### config.mk
export PLATFORM = sky130hd
export DESIGN_NAME = core_bus_abort_handling
export DESIGN_NICKNAME = d
export VERILOG_FILES = /design/src/abort_pkg.sv /design/src/data_pad.sv /design/src/core_bus_abort_handling.sv
export SDC_FILE = /design/constraint.sdc
export NUM_CORES = 1
export LEC_CHECK = 0
export BUFFER_PORTS_ARGS = -buffer_cell sky130_fd_sc_hd__buf_2
export CORE_AREA = 4 4 118 120
export DETAILED_ROUTE_END_ITERATION = 12
export DIE_AREA = 0 0 122 124
export PLACE_DENSITY = 0.85
export SETUP_SLACK_MARGIN = 0.1
export SKIP_CTS_REPAIR_TIMING = 1
export SLEW_MARGIN = 20
export SYNTH_ARGS = -nofsm -noshare
export SYNTH_HDL_FRONTEND = slang
export SYNTH_SLANG_ARGS = --single-unit
export TNS_END_PERCENT = 50
### constraint.sdc
create_clock -name clk_i -period 5.7 [get_ports clk_i]
set_input_delay 0.855 -clock clk_i [delete_from_list [all_inputs] [get_ports clk_i]]
set_output_delay 0.855 -clock clk_i [all_outputs]
set_load 0.02 [all_outputs]
### src/abort_pkg.sv
// Shared constants for the core bus abort handling block.
// Assumes a single 50 MHz clock domain and synchronous active-low reset.
package abort_pkg;

    // Clock figures
    localparam int CLK_PERIOD_NS = 20;

    // Data geometry: one internal bus data phase is 64 bits
    localparam int PHASE_BYTES   = 8;
    localparam int PHASE_BITS    = 64;

    // Burst limits per memory width
    localparam logic [2:0] MAX_PHASES_64 = 3'h2;
    localparam logic [2:0] MAX_PHASES_32 = 3'h4;

    // Pad value for undelivered bytes
    localparam logic [7:0] PAD_BYTE      = 8'hFF;

    // Status bit position of the master-abort flag
    localparam int STAT_MABORT_BIT = 0;
    localparam logic [7:0] STAT_RESET    = 8'h00;

    // Transfer kinds
    localparam logic [1:0] KIND_READ     = 2'h0;
    localparam logic [1:0] KIND_WRITE    = 2'h1;
    localparam logic [1:0] KIND_FETCH    = 2'h2;
    localparam logic [1:0] KIND_PREFETCH = 2'h3;

    // Transfer sequencer states, one-hot
    typedef enum logic [2:0] {
        ST_IDLE = 3'b001,
        ST_BUSY = 3'b010,
        ST_DONE = 3'b100
    } seq_state_type;

endpackage

### src/data_pad.sv
// Data lane padding: replaces each byte lane not yet delivered with the pad value.
// Assumes the lane mask and data arrive on the same clock as the caller.
`timescale 1ns/10ps
module data_pad
    import abort_pkg::*;
#(
    parameter int LANES = PHASE_BYTES
) (
    // Incoming data and lane mask
    input  wire logic [LANES*8-1:0] data_i,
    input  wire logic [LANES-1:0]   keep_i,
    // Padded data
    output logic      [LANES*8-1:0] data_o
);

    // Each lane is kept or forced to the pad byte
    for (genvar g = 0; g < LANES; g++) begin : g_lane
        assign data_o[g*8 +: 8] = keep_i[g] ? data_i[g*8 +: 8] : PAD_BYTE;
    end

endmodule

### src/core_bus_abort_handling.sv
// Abort and error handling of the core bus interface unit toward the internal bus.
// Assumes the internal bus side reports per data phase: data valid, last phase, and abort kind.
// Functional notes
// - Log master-aborts (unclaimed) of own internal bus transactions
// - Unclaimed transaction sets flag, raises NMI
// - Relayed PCI master-abort is not logged
// - Master-aborted read returns FFH every byte
// - Aborted write entry removed, never retried
// - Target-abort read: valid data, then FFH
// - Target-aborts treated alike, not logged
// - Write bursts: two phases 64-bit, four 32-bit
// - Early-phase write target-abort discards remaining data
// - Final-phase write abort looks completed
// - Aborted prefetch leaves buffer invalid
// - Later fetch to those addresses refetches
`timescale 1ns/10ps
module core_bus_abort_handling
    import abort_pkg::*;
#(
    parameter int ADDR_W = 32
) (
    // Clock and reset
    input  wire logic                  clk_i,
    input  wire logic                  rst_n_i,
    // Request from the core side
    input  wire logic                  req_valid_i,
    input  wire logic [1:0]            req_kind_i,
    input  wire logic [ADDR_W-1:0]     req_addr_i,
    input  wire logic [2:0]            req_phases_i,
    input  wire logic                  mem32_i,
    input  wire logic                  prefetch_en_i,
    // Internal bus completion events
    input  wire logic                  bus_data_valid_i,
    input  wire logic [PHASE_BITS-1:0] bus_data_i,
    input  wire logic                  bus_last_i,
    input  wire logic                  bus_no_claim_i,
    input  wire logic                  bus_relay_mabort_i,
    input  wire logic                  bus_target_abort_i,
    // Status clear from software side
    input  wire logic                  mabort_clear_i,
    // Request handshake and bus start
    output logic                       req_ready_o,
    output logic                       bus_start_o,
    output logic [ADDR_W-1:0]          bus_addr_o,
    output logic [2:0]                 bus_phases_o,
    // Read data toward the core
    output logic                       rd_valid_o,
    output logic [PHASE_BITS-1:0]      rd_data_o,
    output logic                       rd_last_o,
    // Write buffer entry release
    output logic                       wr_release_o,
    output logic                       wr_discard_o,
    // Prefetch buffer state
    output logic                       pf_valid_o,
    output logic [ADDR_W-1:0]          pf_addr_o,
    output logic                       pf_hit_o,
    // Status and interrupt
    output logic [7:0]                 status_o,
    output logic                       nmi_o
);

    // All state of the block
    typedef struct packed {
        seq_state_type     st;          // Sequencer state
        logic [1:0]        kind;        // Kind of transfer in flight
        logic [ADDR_W-1:0] addr;        // Address in flight
        logic [2:0]        phases;      // Data phases requested
        logic [2:0]        count;       // Data phases completed
        logic              aborted;     // Padding mode after an abort
        logic              ready;       // Request acceptance
        logic              start;       // Bus start pulse
        logic              rd_valid;    // Read data strobe
        logic [PHASE_BITS-1:0] rd_data; // Read data
        logic              rd_last;     // Last read phase
        logic              wr_release;  // Write entry removed
        logic              wr_discard;  // Untransferred write data dropped
        logic              pf_valid;    // Prefetch buffer valid
        logic [ADDR_W-1:0] pf_addr;     // Prefetch buffer address
        logic              pf_hit;      // Fetch served from prefetch buffer
        logic [7:0]        status;      // Interrupt status bits
        logic              nmi;         // NMI level to core
    } state_type;

    state_type cur;                     // Registered state
    state_type next_cur;                // Next state

    logic [PHASE_BITS-1:0] padded;      // Bus data with all lanes padded
    logic [2:0]            cap;         // Burst limit for current memory width
    logic                  fin;         // Transfer ends this cycle

    // The abort phase never carries live bytes, so every lane takes the pad value
    // Full pad: keep no lanes, used for lanes after an abort
    data_pad #(
        .LANES (PHASE_BYTES)
    ) u_pad (
        .data_i (bus_data_i),
        .keep_i ({PHASE_BYTES{1'b0}}),
        .data_o (padded)
    );

    // Next-state logic
    always_comb begin
        next_cur            = cur;
        next_cur.start      = 1'b0;
        next_cur.rd_valid   = 1'b0;
        next_cur.rd_last    = 1'b0;
        next_cur.wr_release = 1'b0;
        next_cur.wr_discard = 1'b0;
        next_cur.pf_hit     = 1'b0;
        // Burst cap follows the memory width present when the request is taken
        cap = mem32_i ? MAX_PHASES_32 : MAX_PHASES_64;
        fin = 1'b0;
        // Idle takes a request, busy follows the bus, done re-arms the handshake
        unique case (cur.st)
            ST_IDLE: begin
                // Ready rises one cycle after reset or after done
                next_cur.ready = 1'b1;
                if (req_valid_i && cur.ready) begin
                    next_cur.ready   = 1'b0;
                    next_cur.kind    = req_kind_i;
                    next_cur.addr    = req_addr_i;
                    next_cur.count   = 3'h0;
                    next_cur.aborted = 1'b0;
                    // Writes never burst past the memory width limit
                    if (req_kind_i == KIND_WRITE && req_phases_i > cap) begin
                        next_cur.phases = cap;
                    end else if (req_phases_i == 3'h0) begin
                        next_cur.phases = 3'h1;
                    end else begin
                        next_cur.phases = req_phases_i;
                    end
                    // A valid matching prefetch serves the fetch without a bus cycle
                    if (req_kind_i == KIND_FETCH && prefetch_en_i && cur.pf_valid
                        && cur.pf_addr == req_addr_i) begin
                        next_cur.pf_hit = 1'b1;
                        next_cur.st     = ST_DONE;
                    end else begin
                        // Invalid buffer forces a fresh fetch cycle
                        next_cur.start = 1'b1;
                        next_cur.st    = ST_BUSY;
                    end
                end
            end
            // No bus timeout: a target that never answers leaves the sequencer busy
            ST_BUSY: begin
                if (bus_no_claim_i || bus_relay_mabort_i) begin
                    // Master-abort: pad all remaining bytes
                    fin = 1'b1;
                    next_cur.aborted = 1'b1;
                    if (cur.kind != KIND_WRITE) begin
                        next_cur.rd_valid = 1'b1;
                        next_cur.rd_data  = padded;
                        next_cur.rd_last  = 1'b1;
                    end
                end else if (bus_target_abort_i) begin
                    // Both target sources handled alike, nothing logged
                    fin = 1'b1;
                    next_cur.aborted = 1'b1;
                    if (cur.kind != KIND_WRITE) begin
                        // Data already passed; the rest is padding
                        next_cur.rd_valid = 1'b1;
                        next_cur.rd_data  = padded;
                        next_cur.rd_last  = 1'b1;
                    end
                end else if (bus_data_valid_i) begin
                    // Normal data phase: count it and pass it on unchanged
                    next_cur.count = cur.count + 3'h1;
                    fin = bus_last_i || (cur.count + 3'h1 >= cur.phases);
                    if (cur.kind != KIND_WRITE) begin
                        next_cur.rd_valid = 1'b1;
                        next_cur.rd_data  = bus_data_i;
                        next_cur.rd_last  = fin;
                    end
                end
                // Bookkeeping common to every way a transfer ends
                if (fin) begin
                    next_cur.st = ST_DONE;
                    if (cur.kind == KIND_WRITE) begin
                        // Aborted entry removed, never retried
                        next_cur.wr_release = 1'b1;
                        // Early target-abort drops unsent phases
                        next_cur.wr_discard = bus_target_abort_i && !bus_data_valid_i
                                              && (cur.count + 3'h1 < cur.phases);
                        // Abort on final phase counts as a completed write
                    end
                    if (cur.kind == KIND_PREFETCH) begin
                        // Aborted prefetch leaves buffer unloaded and invalid
                        if (bus_target_abort_i || bus_no_claim_i || bus_relay_mabort_i) begin
                            next_cur.pf_valid = 1'b0;
                        end else begin
                            next_cur.pf_valid = 1'b1;
                            next_cur.pf_addr  = cur.addr;
                        end
                    end
                end
            end
            ST_DONE: begin
                // One spare cycle keeps the pulses of two transfers apart
                next_cur.st    = ST_IDLE;
                next_cur.ready = 1'b1;
            end
            default: begin
                // Illegal one-hot code: return to idle rather than hang
                next_cur.st = ST_IDLE;
            end
        endcase
        // Own unclaimed transfer logged; relayed abort is not
        if (mabort_clear_i) begin
            next_cur.status[STAT_MABORT_BIT] = 1'b0;
        end
        // Set wins over clear in the same cycle
        if (cur.st == ST_BUSY && bus_no_claim_i) begin
            next_cur.status[STAT_MABORT_BIT] = 1'b1;
        end
        // NMI level follows the logged flag
        next_cur.nmi = next_cur.status[STAT_MABORT_BIT];
    end

    // State register
    // Status must start clear so that no NMI follows reset
    always_ff @(posedge clk_i) begin
        if (!rst_n_i) begin
            cur        <= '0;
            cur.st     <= ST_IDLE;
            cur.status <= STAT_RESET;
        end else begin
            cur <= next_cur;
        end
    end

    // Outputs straight from the state register
    assign req_ready_o  = cur.ready;
    assign bus_start_o  = cur.start;
    assign bus_addr_o   = cur.addr;
    assign bus_phases_o = cur.phases;
    assign rd_valid_o   = cur.rd_valid;
    assign rd_data_o    = cur.rd_data;
    assign rd_last_o    = cur.rd_last;
    assign wr_release_o = cur.wr_release;
    assign wr_discard_o = cur.wr_discard;
    assign pf_valid_o   = cur.pf_valid;
    assign pf_addr_o    = cur.pf_addr;
    assign pf_hit_o     = cur.pf_hit;
    assign status_o     = cur.status;
    assign nmi_o        = cur.nmi;

    // Checks on what the block drives
    // Logging and padding after aborts
    a_mabort_logged: assert property (@(posedge clk_i) disable iff (!rst_n_i)
        (cur.st == ST_BUSY && bus_no_claim_i) |=> status_o[STAT_MABORT_BIT] && nmi_o)
        else $error("unclaimed transfer not logged");
    a_relay_unlogged: assert property (@(posedge clk_i) disable iff (!rst_n_i)
        (cur.st == ST_BUSY && bus_relay_mabort_i && !bus_no_claim_i && !status_o[STAT_MABORT_BIT])
        |=> !status_o[STAT_MABORT_BIT])
        else $error("relayed master-abort was logged");
    a_mabort_pad: assert property (@(posedge clk_i) disable iff (!rst_n_i)
        (cur.st == ST_BUSY && cur.kind != KIND_WRITE && bus_no_claim_i)
        |=> rd_valid_o && rd_last_o && rd_data_o == {PHASE_BYTES{PAD_BYTE}})
        else $error("master-aborted read not padded");
    a_relay_pad: assert property (@(posedge clk_i) disable iff (!rst_n_i)
        (cur.st == ST_BUSY && cur.kind != KIND_WRITE && bus_relay_mabort_i)
        |=> rd_valid_o && rd_last_o && rd_data_o == {PHASE_BYTES{PAD_BYTE}})
        else $error("relayed master-abort read not padded");
    // Write buffer handling, then target-abort read padding and quiet status
    a_write_release: assert property (@(posedge clk_i) disable iff (!rst_n_i)
        (cur.st == ST_BUSY && cur.kind == KIND_WRITE && bus_target_abort_i)
        |=> wr_release_o ##1 !bus_start_o)
        else $error("aborted write not released");
    a_mabort_write: assert property (@(posedge clk_i) disable iff (!rst_n_i)
        (cur.st == ST_BUSY && cur.kind == KIND_WRITE && (bus_no_claim_i || bus_relay_mabort_i))
        |=> wr_release_o && !rd_valid_o)
        else $error("master-aborted write not released");
    a_discard_early: assert property (@(posedge clk_i) disable iff (!rst_n_i)
        (cur.st == ST_BUSY && cur.kind == KIND_WRITE && bus_target_abort_i && !bus_no_claim_i
         && !bus_relay_mabort_i && !bus_data_valid_i && cur.count + 3'h1 < cur.phases)
        |=> wr_release_o && wr_discard_o)
        else $error("early write abort kept data");
    a_final_complete: assert property (@(posedge clk_i) disable iff (!rst_n_i)
        (cur.st == ST_BUSY && cur.kind == KIND_WRITE && bus_target_abort_i && !bus_no_claim_i
         && !bus_relay_mabort_i && cur.count + 3'h1 >= cur.phases)
        |=> wr_release_o && !wr_discard_o)
        else $error("final-phase write abort not completed");
    a_tabort_pad: assert property (@(posedge clk_i) disable iff (!rst_n_i)
        (cur.st == ST_BUSY && cur.kind == KIND_READ && bus_target_abort_i && !bus_no_claim_i
         && !bus_relay_mabort_i) |=> rd_data_o == {PHASE_BYTES{PAD_BYTE}})
        else $error("target-aborted read not padded");
    a_tabort_quiet: assert property (@(posedge clk_i) disable iff (!rst_n_i)
        (cur.st == ST_BUSY && bus_target_abort_i && !bus_no_claim_i && !mabort_clear_i)
        |=> $stable(status_o))
        else $error("target-abort changed status");
    // Burst length and prefetch buffer
    a_burst_limit: assert property (@(posedge clk_i) disable iff (!rst_n_i)
        (bus_start_o && cur.kind == KIND_WRITE)
        |-> bus_phases_o <= ($past(mem32_i) ? MAX_PHASES_32 : MAX_PHASES_64))
        else $error("write burst too long");
    a_prefetch_inval: assert property (@(posedge clk_i) disable iff (!rst_n_i)
        (cur.st == ST_BUSY && cur.kind == KIND_PREFETCH && bus_target_abort_i) |=> !pf_valid_o)
        else $error("aborted prefetch left valid");
    a_refetch: assert property (@(posedge clk_i) disable iff (!rst_n_i)
        (cur.st == ST_IDLE && cur.ready && req_valid_i && req_kind_i == KIND_FETCH && !pf_valid_o)
        |=> bus_start_o && !pf_hit_o)
        else $error("fetch after invalidation not issued");

endmodule

Word level (Yosys, flattened, before mapping)
Cells that the tools add are included.
{"block": "op_classes", "n_addsub": 1, "mul": 0, "div_mod_pow": 0, "order_cmp": 3, "eq_ne": 14, "shifts": 0, "mux": 29, "n_bitwise": 1, "reduce_logical": 29}
{"op": "$mux 66", "count": 5}
{"op": "$mux 46", "count": 1}
{"op": "$eq 32x32->1", "count": 1}
{"op": "$mux 3", "count": 8}
{"op": "$reduce_and 3->1", "count": 4}
{"op": "$mux 1", "count": 11}
{"op": "$ne 2x2->1 const B", "count": 5}
{"op": "$logic_and 1x1->1", "count": 8}
{"op": "$pmux 4 s2", "count": 1}
{"op": "$reduce_and 4->1", "count": 2}
{"op": "$pmux 3 s2", "count": 1}
{"op": "$reduce_and 2->1", "count": 3}
{"op": "$reduce_bool 2->1", "count": 3}
{"op": "$reduce_bool 3->1", "count": 2}
{"op": "$reduce_and 5->1", "count": 1}
{"op": "$eq 2x1->1 const B", "count": 2}
{"op": "$eq 2x2->1 const B", "count": 2}
{"op": "$logic_or 1x1->1", "count": 4}
{"op": "$add 3x1->3 const B", "count": 1}
{"op": "$eq 3x1->1 const B", "count": 1}
{"op": "$eq 3x2->1 const B", "count": 1}
{"op": "$eq 3x3->1 const B", "count": 1}
{"op": "$ge 3x3->1", "count": 1}
{"op": "$gt 3x3->1", "count": 1}
{"op": "7 further kinds", "count": 7}
{"block": "totals", "register_bits": 148, "latch_bits": 0, "mem_bits_rw": 0, "rom_bits": 0, "in_bits": 112, "output_inout_bits": 148, "word_cells": 93, "memories": 0}

Longest topological paths before layout
Gate-level depths: netlist (run 1).
{"block": "depth", "word_depth": 9, "ltp_mapped": 10, "ltp_nobuf": 8}

By module
From an unflattened synthesis (run 1), not the netlist that was laid out.
{"block": "unflattened", "cells_unflattened": 1050, "hier_area_um2": 8473.1}
{"module": "core_bus_abort_handling", "instances": 1, "cells_each": 986, "area_each_um2": 8042.7, "seq_area_each_um2": 2962.8}
{"module": "data_pad", "instances": 1, "cells_each": 64, "area_each_um2": 430.4, "seq_area_each_um2": 0.0}

Least setup slack after synthesis (run 1)
No wires, ideal clock.
{"block": "synth_timing", "path_type": "input to register", "start": "in bus_target_abort_i", "end": "reg cur, in the netlist pf_addr_o[10]", "setup_ns": 0.132, "arrival_time_ns": 1.940, "required_time_ns": 5.568, "slack_ns": 3.628, "path_stages": 6, "path_buffers": 1, "cell_sequence": "nor3_1 -> and3_4 -> nand4_1 -> clkbuf_1 -> nand2_1 -> a21oi_1"}
{"block": "synth_via", "elab_chain_len": 4, "word_cells_on_any_way": 7, "classes_between": "mux: 3; bitwise: 1; reduce/logical: 3"}
{"item": "from (decl)", "line_no": "core_bus_abort_handling.sv:38", "rtl": "input wire logic bus_target_abort_i,"}
{"item": "$mux 1 / $logic_or 1x1->1 (equally long branches)", "line_no": "core_bus_abort_handling.sv:155, core_bus_abort_handling.sv:188"}
{"item": "$mux 1 / $logic_or 1x1->1 (equally long branches)", "line_no": "core_bus_abort_handling.sv:146, core_bus_abort_handling.sv:188"}
{"item": "$mux 1 / $not 1->1 (equally long branches)"}
{"item": "$reduce_and 4->1 (no line) *"}
{"item": "to (signal assigned)", "line_no": "core_bus_abort_handling.sv:227", "rtl": "cur <= next_cur;"}
{"item": "to (decl)", "line_no": "core_bus_abort_handling.sv:84", "rtl": "state_type cur;"}
Mark *: on every way between the ends. The rest lies on a longest branch, timed or not. The select of a mux whose other input is x is not followed.
A chain may end at the register's enable or synchronous reset.

Final worst setup path (run 1)
{"block": "layout_timing", "start": "in rst_n_i", "end": "reg cur, in the netlist wr_discard_o"}
{"block": "layout_via", "elab_chain_len": 1}
{"item": "from (decl)", "line_no": "core_bus_abort_handling.sv:24", "rtl": "input wire logic rst_n_i,"}
{"item": "$reduce_and 4->1 (no line)"}
No other way between the ends.

==> results of run 1 <==
## cell type report
| class | count | area share |
|---|---|---|
| multi-input combinational | 392 | 0.3251 |
| clock buffer | 23 | 0.06670 |
| sequential | 148 | 0.3890 |
| timing repair buffer | 259 | 0.1725 |
| tap | 176 | 0.02891 |
| clock inverter | 8 | 0.01281 |
| inverter | 10 | 0.004929 |
## placed cells by master, fill, tap and decap left out, types with 2 or more instances in the layout
master,instances
a211oi_1,2
bufinv_16,2
xor2_1,5
nand4_1,11
clkinv_2,3
o211ai_1,5
nor2b_1,4
nand4b_1,2
nor3_1,5
nand2_1,139
buf_2,252
dfxtp_1,148
nor4_1,2
conb_1,7
nor2_1,5
clkinvlp_4,3
buf_4,7
inv_1,9
and3_1,3
o221a_1,12
o21ai_0,3
nand2b_1,3
ha_1,6
clkbuf_8,6
o221a_2,52
a21oi_1,77
clkbuf_16,17
nor2_4,2
xnor2_1,29
a31oi_1,3
## layer usage
layer / up-vias / GRT usage
li1: 2573 / -
met2: 213 / 0.3753
met1: 2438 / 0.2340
met5: - / 0
met3: 20 / 0.08129
met4: 0 / 0.07353
## cell usage after synthesis, drive strengths merged (3+ instances only)
| cell type | number | area share |
|---|---|---|
| inv | 10 | 0.0056 |
| xnor2 | 29 | 0.038 |
| nand2 | 139 | 0.078 |
| nor2b | 4 | 0.0037 |
| nand2b | 3 | 0.0028 |
| nand4 | 11 | 0.010 |
| dfxtp | 148 | 0.44 |
| a21oi | 77 | 0.057 |
| xor2 | 5 | 0.0065 |
| ha | 6 | 0.011 |
| clkbuf | 24 | 0.013 |
| o221a | 64 | 0.11 |
| o21ai | 4 | 0.0035 |
| nor3 | 5 | 0.0037 |
| buf | 158 | 0.18 |
| a31oi | 3 | 0.0028 |
| nor2 | 7 | 0.0043 |
| o211ai | 5 | 0.0056 |
| and3 | 4 | 0.0045 |
## stage by stage
stage | cells | worst slack, ns | utilization
final | 1016 | 3.266 | 0.5868
after detailed placement | 985 | 2.846 | 0.5401
after global placement | 985 | 2.872 | 0.5401
after floorplan | 732 | 3.628 | -
after CTS | 1016 | 3.275 | 0.5868
after global routing | 1016 | 3.155 | 0.5868
## power by group
| group | total [mW] | internal (mW) | switching (mW) |
|---|---|---|---|
| Sequential | 1.09 | 1.06 | 0.0230 |
| Clock | 1.12 | 0.710 | 0.409 |
| Combinational | 0.225 | 0.0859 | 0.139 |
| Total | 2.43 | 1.86 | 0.571 |
## registers in the layout, summed over array words and instances, names as in the netlist, 3 cells and up
signal	count
bus_addr_o	32
bus_phases_o	3
cur	8
pf_addr_o	32
rd_data_o	64
## kinds of logic after synthesis
| kind of cell | count (synthesis) | synth area share |
|---|---|---|
| flops | 148 | 0.4405 |
| fa+ha+maj | 6 | 0.01116 |
| compound gates | 159 | 0.1840 |
| simple gates | 186 | 0.1230 |
| xor+xnor | 34 | 0.04427 |
| other cells | 1 | 0.0005575 |
| buf+inv | 192 | 0.1966 |
## worst max-delay path, cell delays in order
cell      delay, ns
buf_2          0.08
buf_4          0.53
inv_2          0.04
buf_4          0.34
a41o_1         0.36
inv_1          0.11
nand4b_1       0.14
nor4b_1        0.26
## final timing paths
check                              startpoint                         end  slack (ns)  depth (start not counted)
setup / recovery                      rst_n_i     wr_discard_o$_SDFF_PN0_        3.27                          8
hold / removal    bus_addr_o[28]$_SDFFE_PN0P_  pf_addr_o[28]$_SDFFE_PN0P_        0.46                          2
setup reg to reg        cur[114]$_SDFFE_PN0P_   pf_addr_o[6]$_SDFFE_PN0P_        3.37                          9
hold reg to reg   bus_addr_o[28]$_SDFFE_PN0P_  pf_addr_o[28]$_SDFFE_PN0P_        0.46                          2
==> impl_metrics.yaml, run 1 <==
synth:
  yosysWarnings: 0
  ys.flop_type: "dfxtp_1"
  ys_ff_latch: 148
  yosysSeqAreaShare: 0.4405
  synthArstFlopShare: 0
  syn_area_um2: 6726
  synth_edf_count: 0
  syn_inst: 726
  ys_types: 43
  synth.avg_cell_area_um2: 9.265
die:
  io_pins: 260
  die_w_um: 122
  fp-row-count: 42
  coreArea_um2: 12980
  dieHeight_um: 124
  die_area_um2: 15130
  initial_core_util: 0.5182
clock_network:
  h-tree-depth: 4
  clk_pin_slew_worst_paths_ns: 0.06
  root_buffer: "clkbuf_16"
  cts_tree: "done"
  clock_path_buffers: 2
  numCtsBuffers: 17
  clk_latency_ns: 0.41
  clkSinkCount: 148
sta:
  slew_headroom: 0.3347
  period_share: 0.4269
  tightest_slew_ns: 0.9956
  hold_ws_ns: 0.4621
  setup_violations: 0
  fin_setup_tns_ns: 0
  period_minus_slack_ns: 2.434
  slew_viol_final: 0
  max_freq_mhz: 410.9
  rsz0062_at_grt: "no"
  fin_skew_ns: 0.007847
  hold_violations: 0
routing:
  dr_wl_met3_um: 1710
  highest_layer: "met4"
  routed_wl_um: 16700
  vias_per_cell: 5.161
  drtPass1Iterations: 5
  drtIter0Drc: 295
  num_vias: 5244
  wl_met2_um: 8356
  wl_met1_um: 6391
  ant_nets: 0
  wire_per_inst_um: 16.43
  drc: 0
power:
  p_per_area_nw_per_um2: 319.3
  peakVddDrop_mv: 0.1990
  power_leakage_nw: 3.412
  finalPower_mw: 2.432
finish:
  drive_gt1_frac: 0.4155
  synthToLayoutAreaGrowth_pct: 13.23
  antenna_cells: 0
  fin_nets: 946
  nFillCells: 1139
  design_area_um2: 7616
  multiInputGateArea_um2: 2476
  seqCellArea_um2: 2963
run:
  cap_violations: 0
placed_design:
  dp.final_hpwl_um: 12010
  portBuffers: 252
  gp_congestion: 0.8404
  placed_cell_area_um2: 7010
global_route:
  track_usage: 0.2124
  grt_pass1_vias: 4929
  antenna_found_initial: 0
  grt_overflow: 0
  grt_max_degree: 75
  grt_pass1_wl_um: 25010
worst_hold_path:
  hold_path.class: "register to register"
outcome:
  status: "finished, final reports clean"
critical_path:
  crit_path_max_fanout: 74
  crit_type: "primary input to register"
  start_kind: "primary input"
  worstPathRequired_ns: 6.01
  cp.arrival_ns: 2.74
  end_kind: "register"
(Power assumes the default switching activity.)
==> run 2, diff against run 1 <==
--- a/config.mk
+++ b/config.mk
@@ -6,10 +6,10 @@
 export NUM_CORES = 1
 export LEC_CHECK = 0
 export BUFFER_PORTS_ARGS = -buffer_cell sky130_fd_sc_hd__buf_2
-export CORE_AREA = 4 4 118 120
+export CORE_AREA = 4 4 129 131
 export DETAILED_ROUTE_END_ITERATION = 12
-export DIE_AREA = 0 0 122 124
-export PLACE_DENSITY = 0.85
+export DIE_AREA = 0 0 133 135
+export PLACE_DENSITY = 0.75
 export SETUP_SLACK_MARGIN = 0.1
 export SKIP_CTS_REPAIR_TIMING = 1
 export SLEW_MARGIN = 20
==> constraint.sdc (replaced) <==
create_clock -name clk_i -period 2.15 [get_ports clk_i]
set_input_delay 0.3225 -clock clk_i [delete_from_list [all_inputs] [get_ports clk_i]]
set_output_delay 0.3225 -clock clk_i [all_outputs]
set_load 0.02 [all_outputs]
==> impl_metrics.yaml, run 2 (same netlist as run 1, synthesis figures left out) <==
critical_path:
  crit_path_max_fanout: 32
  cp.arrival_ns: 2.49
  crit_type: "register to register"
  start_kind: "register"
  end_kind: "register"
  worstPathRequired_ns: 2.41
routing:
  drc: 0
  ant_nets: 0
  wire_per_inst_um: 16.56
  drtIter0Drc: 292
  vias_per_cell: 5.010
  routed_wl_um: 17720
  num_vias: 5361
  drtPass1Iterations: 6
die:
  io_pins: 260
  die_w_um: 133
  die_area_um2: 17960
  initial_core_util: 0.4313
  dieHeight_um: 135
  fp-row-count: 46
  coreArea_um2: 15600
finish:
  antenna_cells: 0
  synthToLayoutAreaGrowth_pct: 16.95
  layout_common_cells: "buf_2 (252), dfxtp_1 (146), nand2_1 (139)"
  finalNonFillerCells: 1070
  fin_nets: 959
  design_area_um2: 7866
  drive_gt1_frac: 0.4321
  largest_register_ffs: 64
  final_common_cell: "buf_2"
placed_design:
  dpl_worst_slack_ns: -0.03982
  dp.final_hpwl_um: 12400
  dp_cells: 1032
  portBuffers: 252
  gp_congestion: 0.7797
  placed_cell_area_um2: 7158
sta:
  max_freq_mhz: 448.8
  hold_ws_ns: 0.1567
  rsz0062_at_grt: "yes"
  setup_ws_ns: -0.07810
  slew_headroom: 0.4617
  setup_violations: 32
  fin_skew_ns: 0.01519
  hold_violations: 0
  slew_viol_final: 0
  tightest_slew_ns: 0.8074
  period_minus_slack_ns: 2.228
  period_share: 1.036
clock_network:
  clk_latency_ns: 0.42
  clk_pin_slew_worst_paths_ns: 0.07
  root_buffer: "clkbuf_16"
  clock_path_buffers: 2
  numCtsBuffers: 17
  h-tree-depth: 4
  clkSinkCount: 148
  cts_tree: "done"
outcome:
  violations: "negative setup slack"
  status: "complete, but fails checks"
power:
  finalPower_mw: 6.548
  power_leakage_nw: 3.499
  p_comb_frac: 0.095
  power_frac_seq: 0.440
  peakVddDrop_mv: 0.5380
  p_per_area_nw_per_um2: 832.4
  clkPwrFrac: 0.465
  intPower_mw: 4.949
  sw_frac_of_total: 0.2442
  power.switching_mw: 1.599
global_route:
  grt_pass1_wl_um: 27140
  grt_pass1_vias: 5034
  grt_overflow: 0
  antenna_found_initial: 0
  track_usage: 0.1887
  grt_max_degree: 74
worst_hold_path:
  hold_path.class: "primary input to register"
run:
  cap_violations: 0
==> run 2: cell count changes in the layout (fill, tap and decap cells not counted), moves of 2 or more <==
cell | before | now
buf_4 | 7 | 14
buf_12 | 0 | 4
clkbuf_8 | 6 | 2
clkinv_4 | 0 | 2
dfxtp_1 | 148 | 146
dfxtp_2 | 0 | 2
nor2_2 | 0 | 2
==> run 2: power by group through the flow <==
stage | Sequential [mW] | Clock, mW | Combinational, mW
6_report | 2.88 | 3.04 | 0.624
5_1_grt | 2.89 | 3.24 | 0.679
4_1_cts | 2.88 | 3.12 | 0.620
3_5_place_dp | 2.94 | 0 | 0.617
3_3_place_gp | 2.94 | 0 | 0.611
2_1_floorplan | 2.93 | 0 | 0.443
==> run 2: cell type report <==
class | count | area, um2
inverter | 10 | 37.54
fill | 1475 | 7731
clock buffer | 20 | 456.7
timing repair buffer | 271 | 1471
tap | 216 | 270.3
sequential | 148 | 2965
multi-input combinational | 393 | 2511
clock inverter | 12 | 153.9
==> run 2: metrics by stage <==
step	setup TNS (ns)	util
final	-1.961	0.5043
after global routing	-5.110	0.5043
after CTS	-0.6146	0.4981
after detailed placement	-0.3053	0.4589
after global placement	0	0.4589
after floorplan	0	-
==> run 2: critical path, stage by stage (launching register included) <==
cell	delay, ns
dfxtp_2	0.33
ha_4	0.16
xor2_1	0.15
ha_1	0.31
nand2_1	0.09
o211ai_1	0.35
buf_4	0.18
nand4_1	0.13
buf_12	0.21
nand2_1	0.09
a21oi_1	0.06
==> run 2: final timing paths <==
check	end	startpoint	slack [ns]	cells past startpoint
hold reg to reg	pf_addr_o[28]$_SDFFE_PN0P_	bus_addr_o[28]$_SDFFE_PN0P_	0.46	2
setup reg to reg	pf_addr_o[11]$_SDFFE_PN0P_	cur[114]$_SDFFE_PN0P_	-0.08	10
setup / recovery	pf_addr_o[11]$_SDFFE_PN0P_	cur[114]$_SDFFE_PN0P_	-0.08	10
hold / removal	bus_addr_o[27]$_SDFFE_PN0P_	req_addr_i[27]	0.16	3
==> run 2: routing by layer <==
layer,global-route usage,up-vias,share of wire
met5,0,-,0
met4,0.07159,0,0.019
met3,0.07303,19,0.091
met2,0.3112,210,0.48
met1,0.2230,2530,0.41
li1,-,2602,-
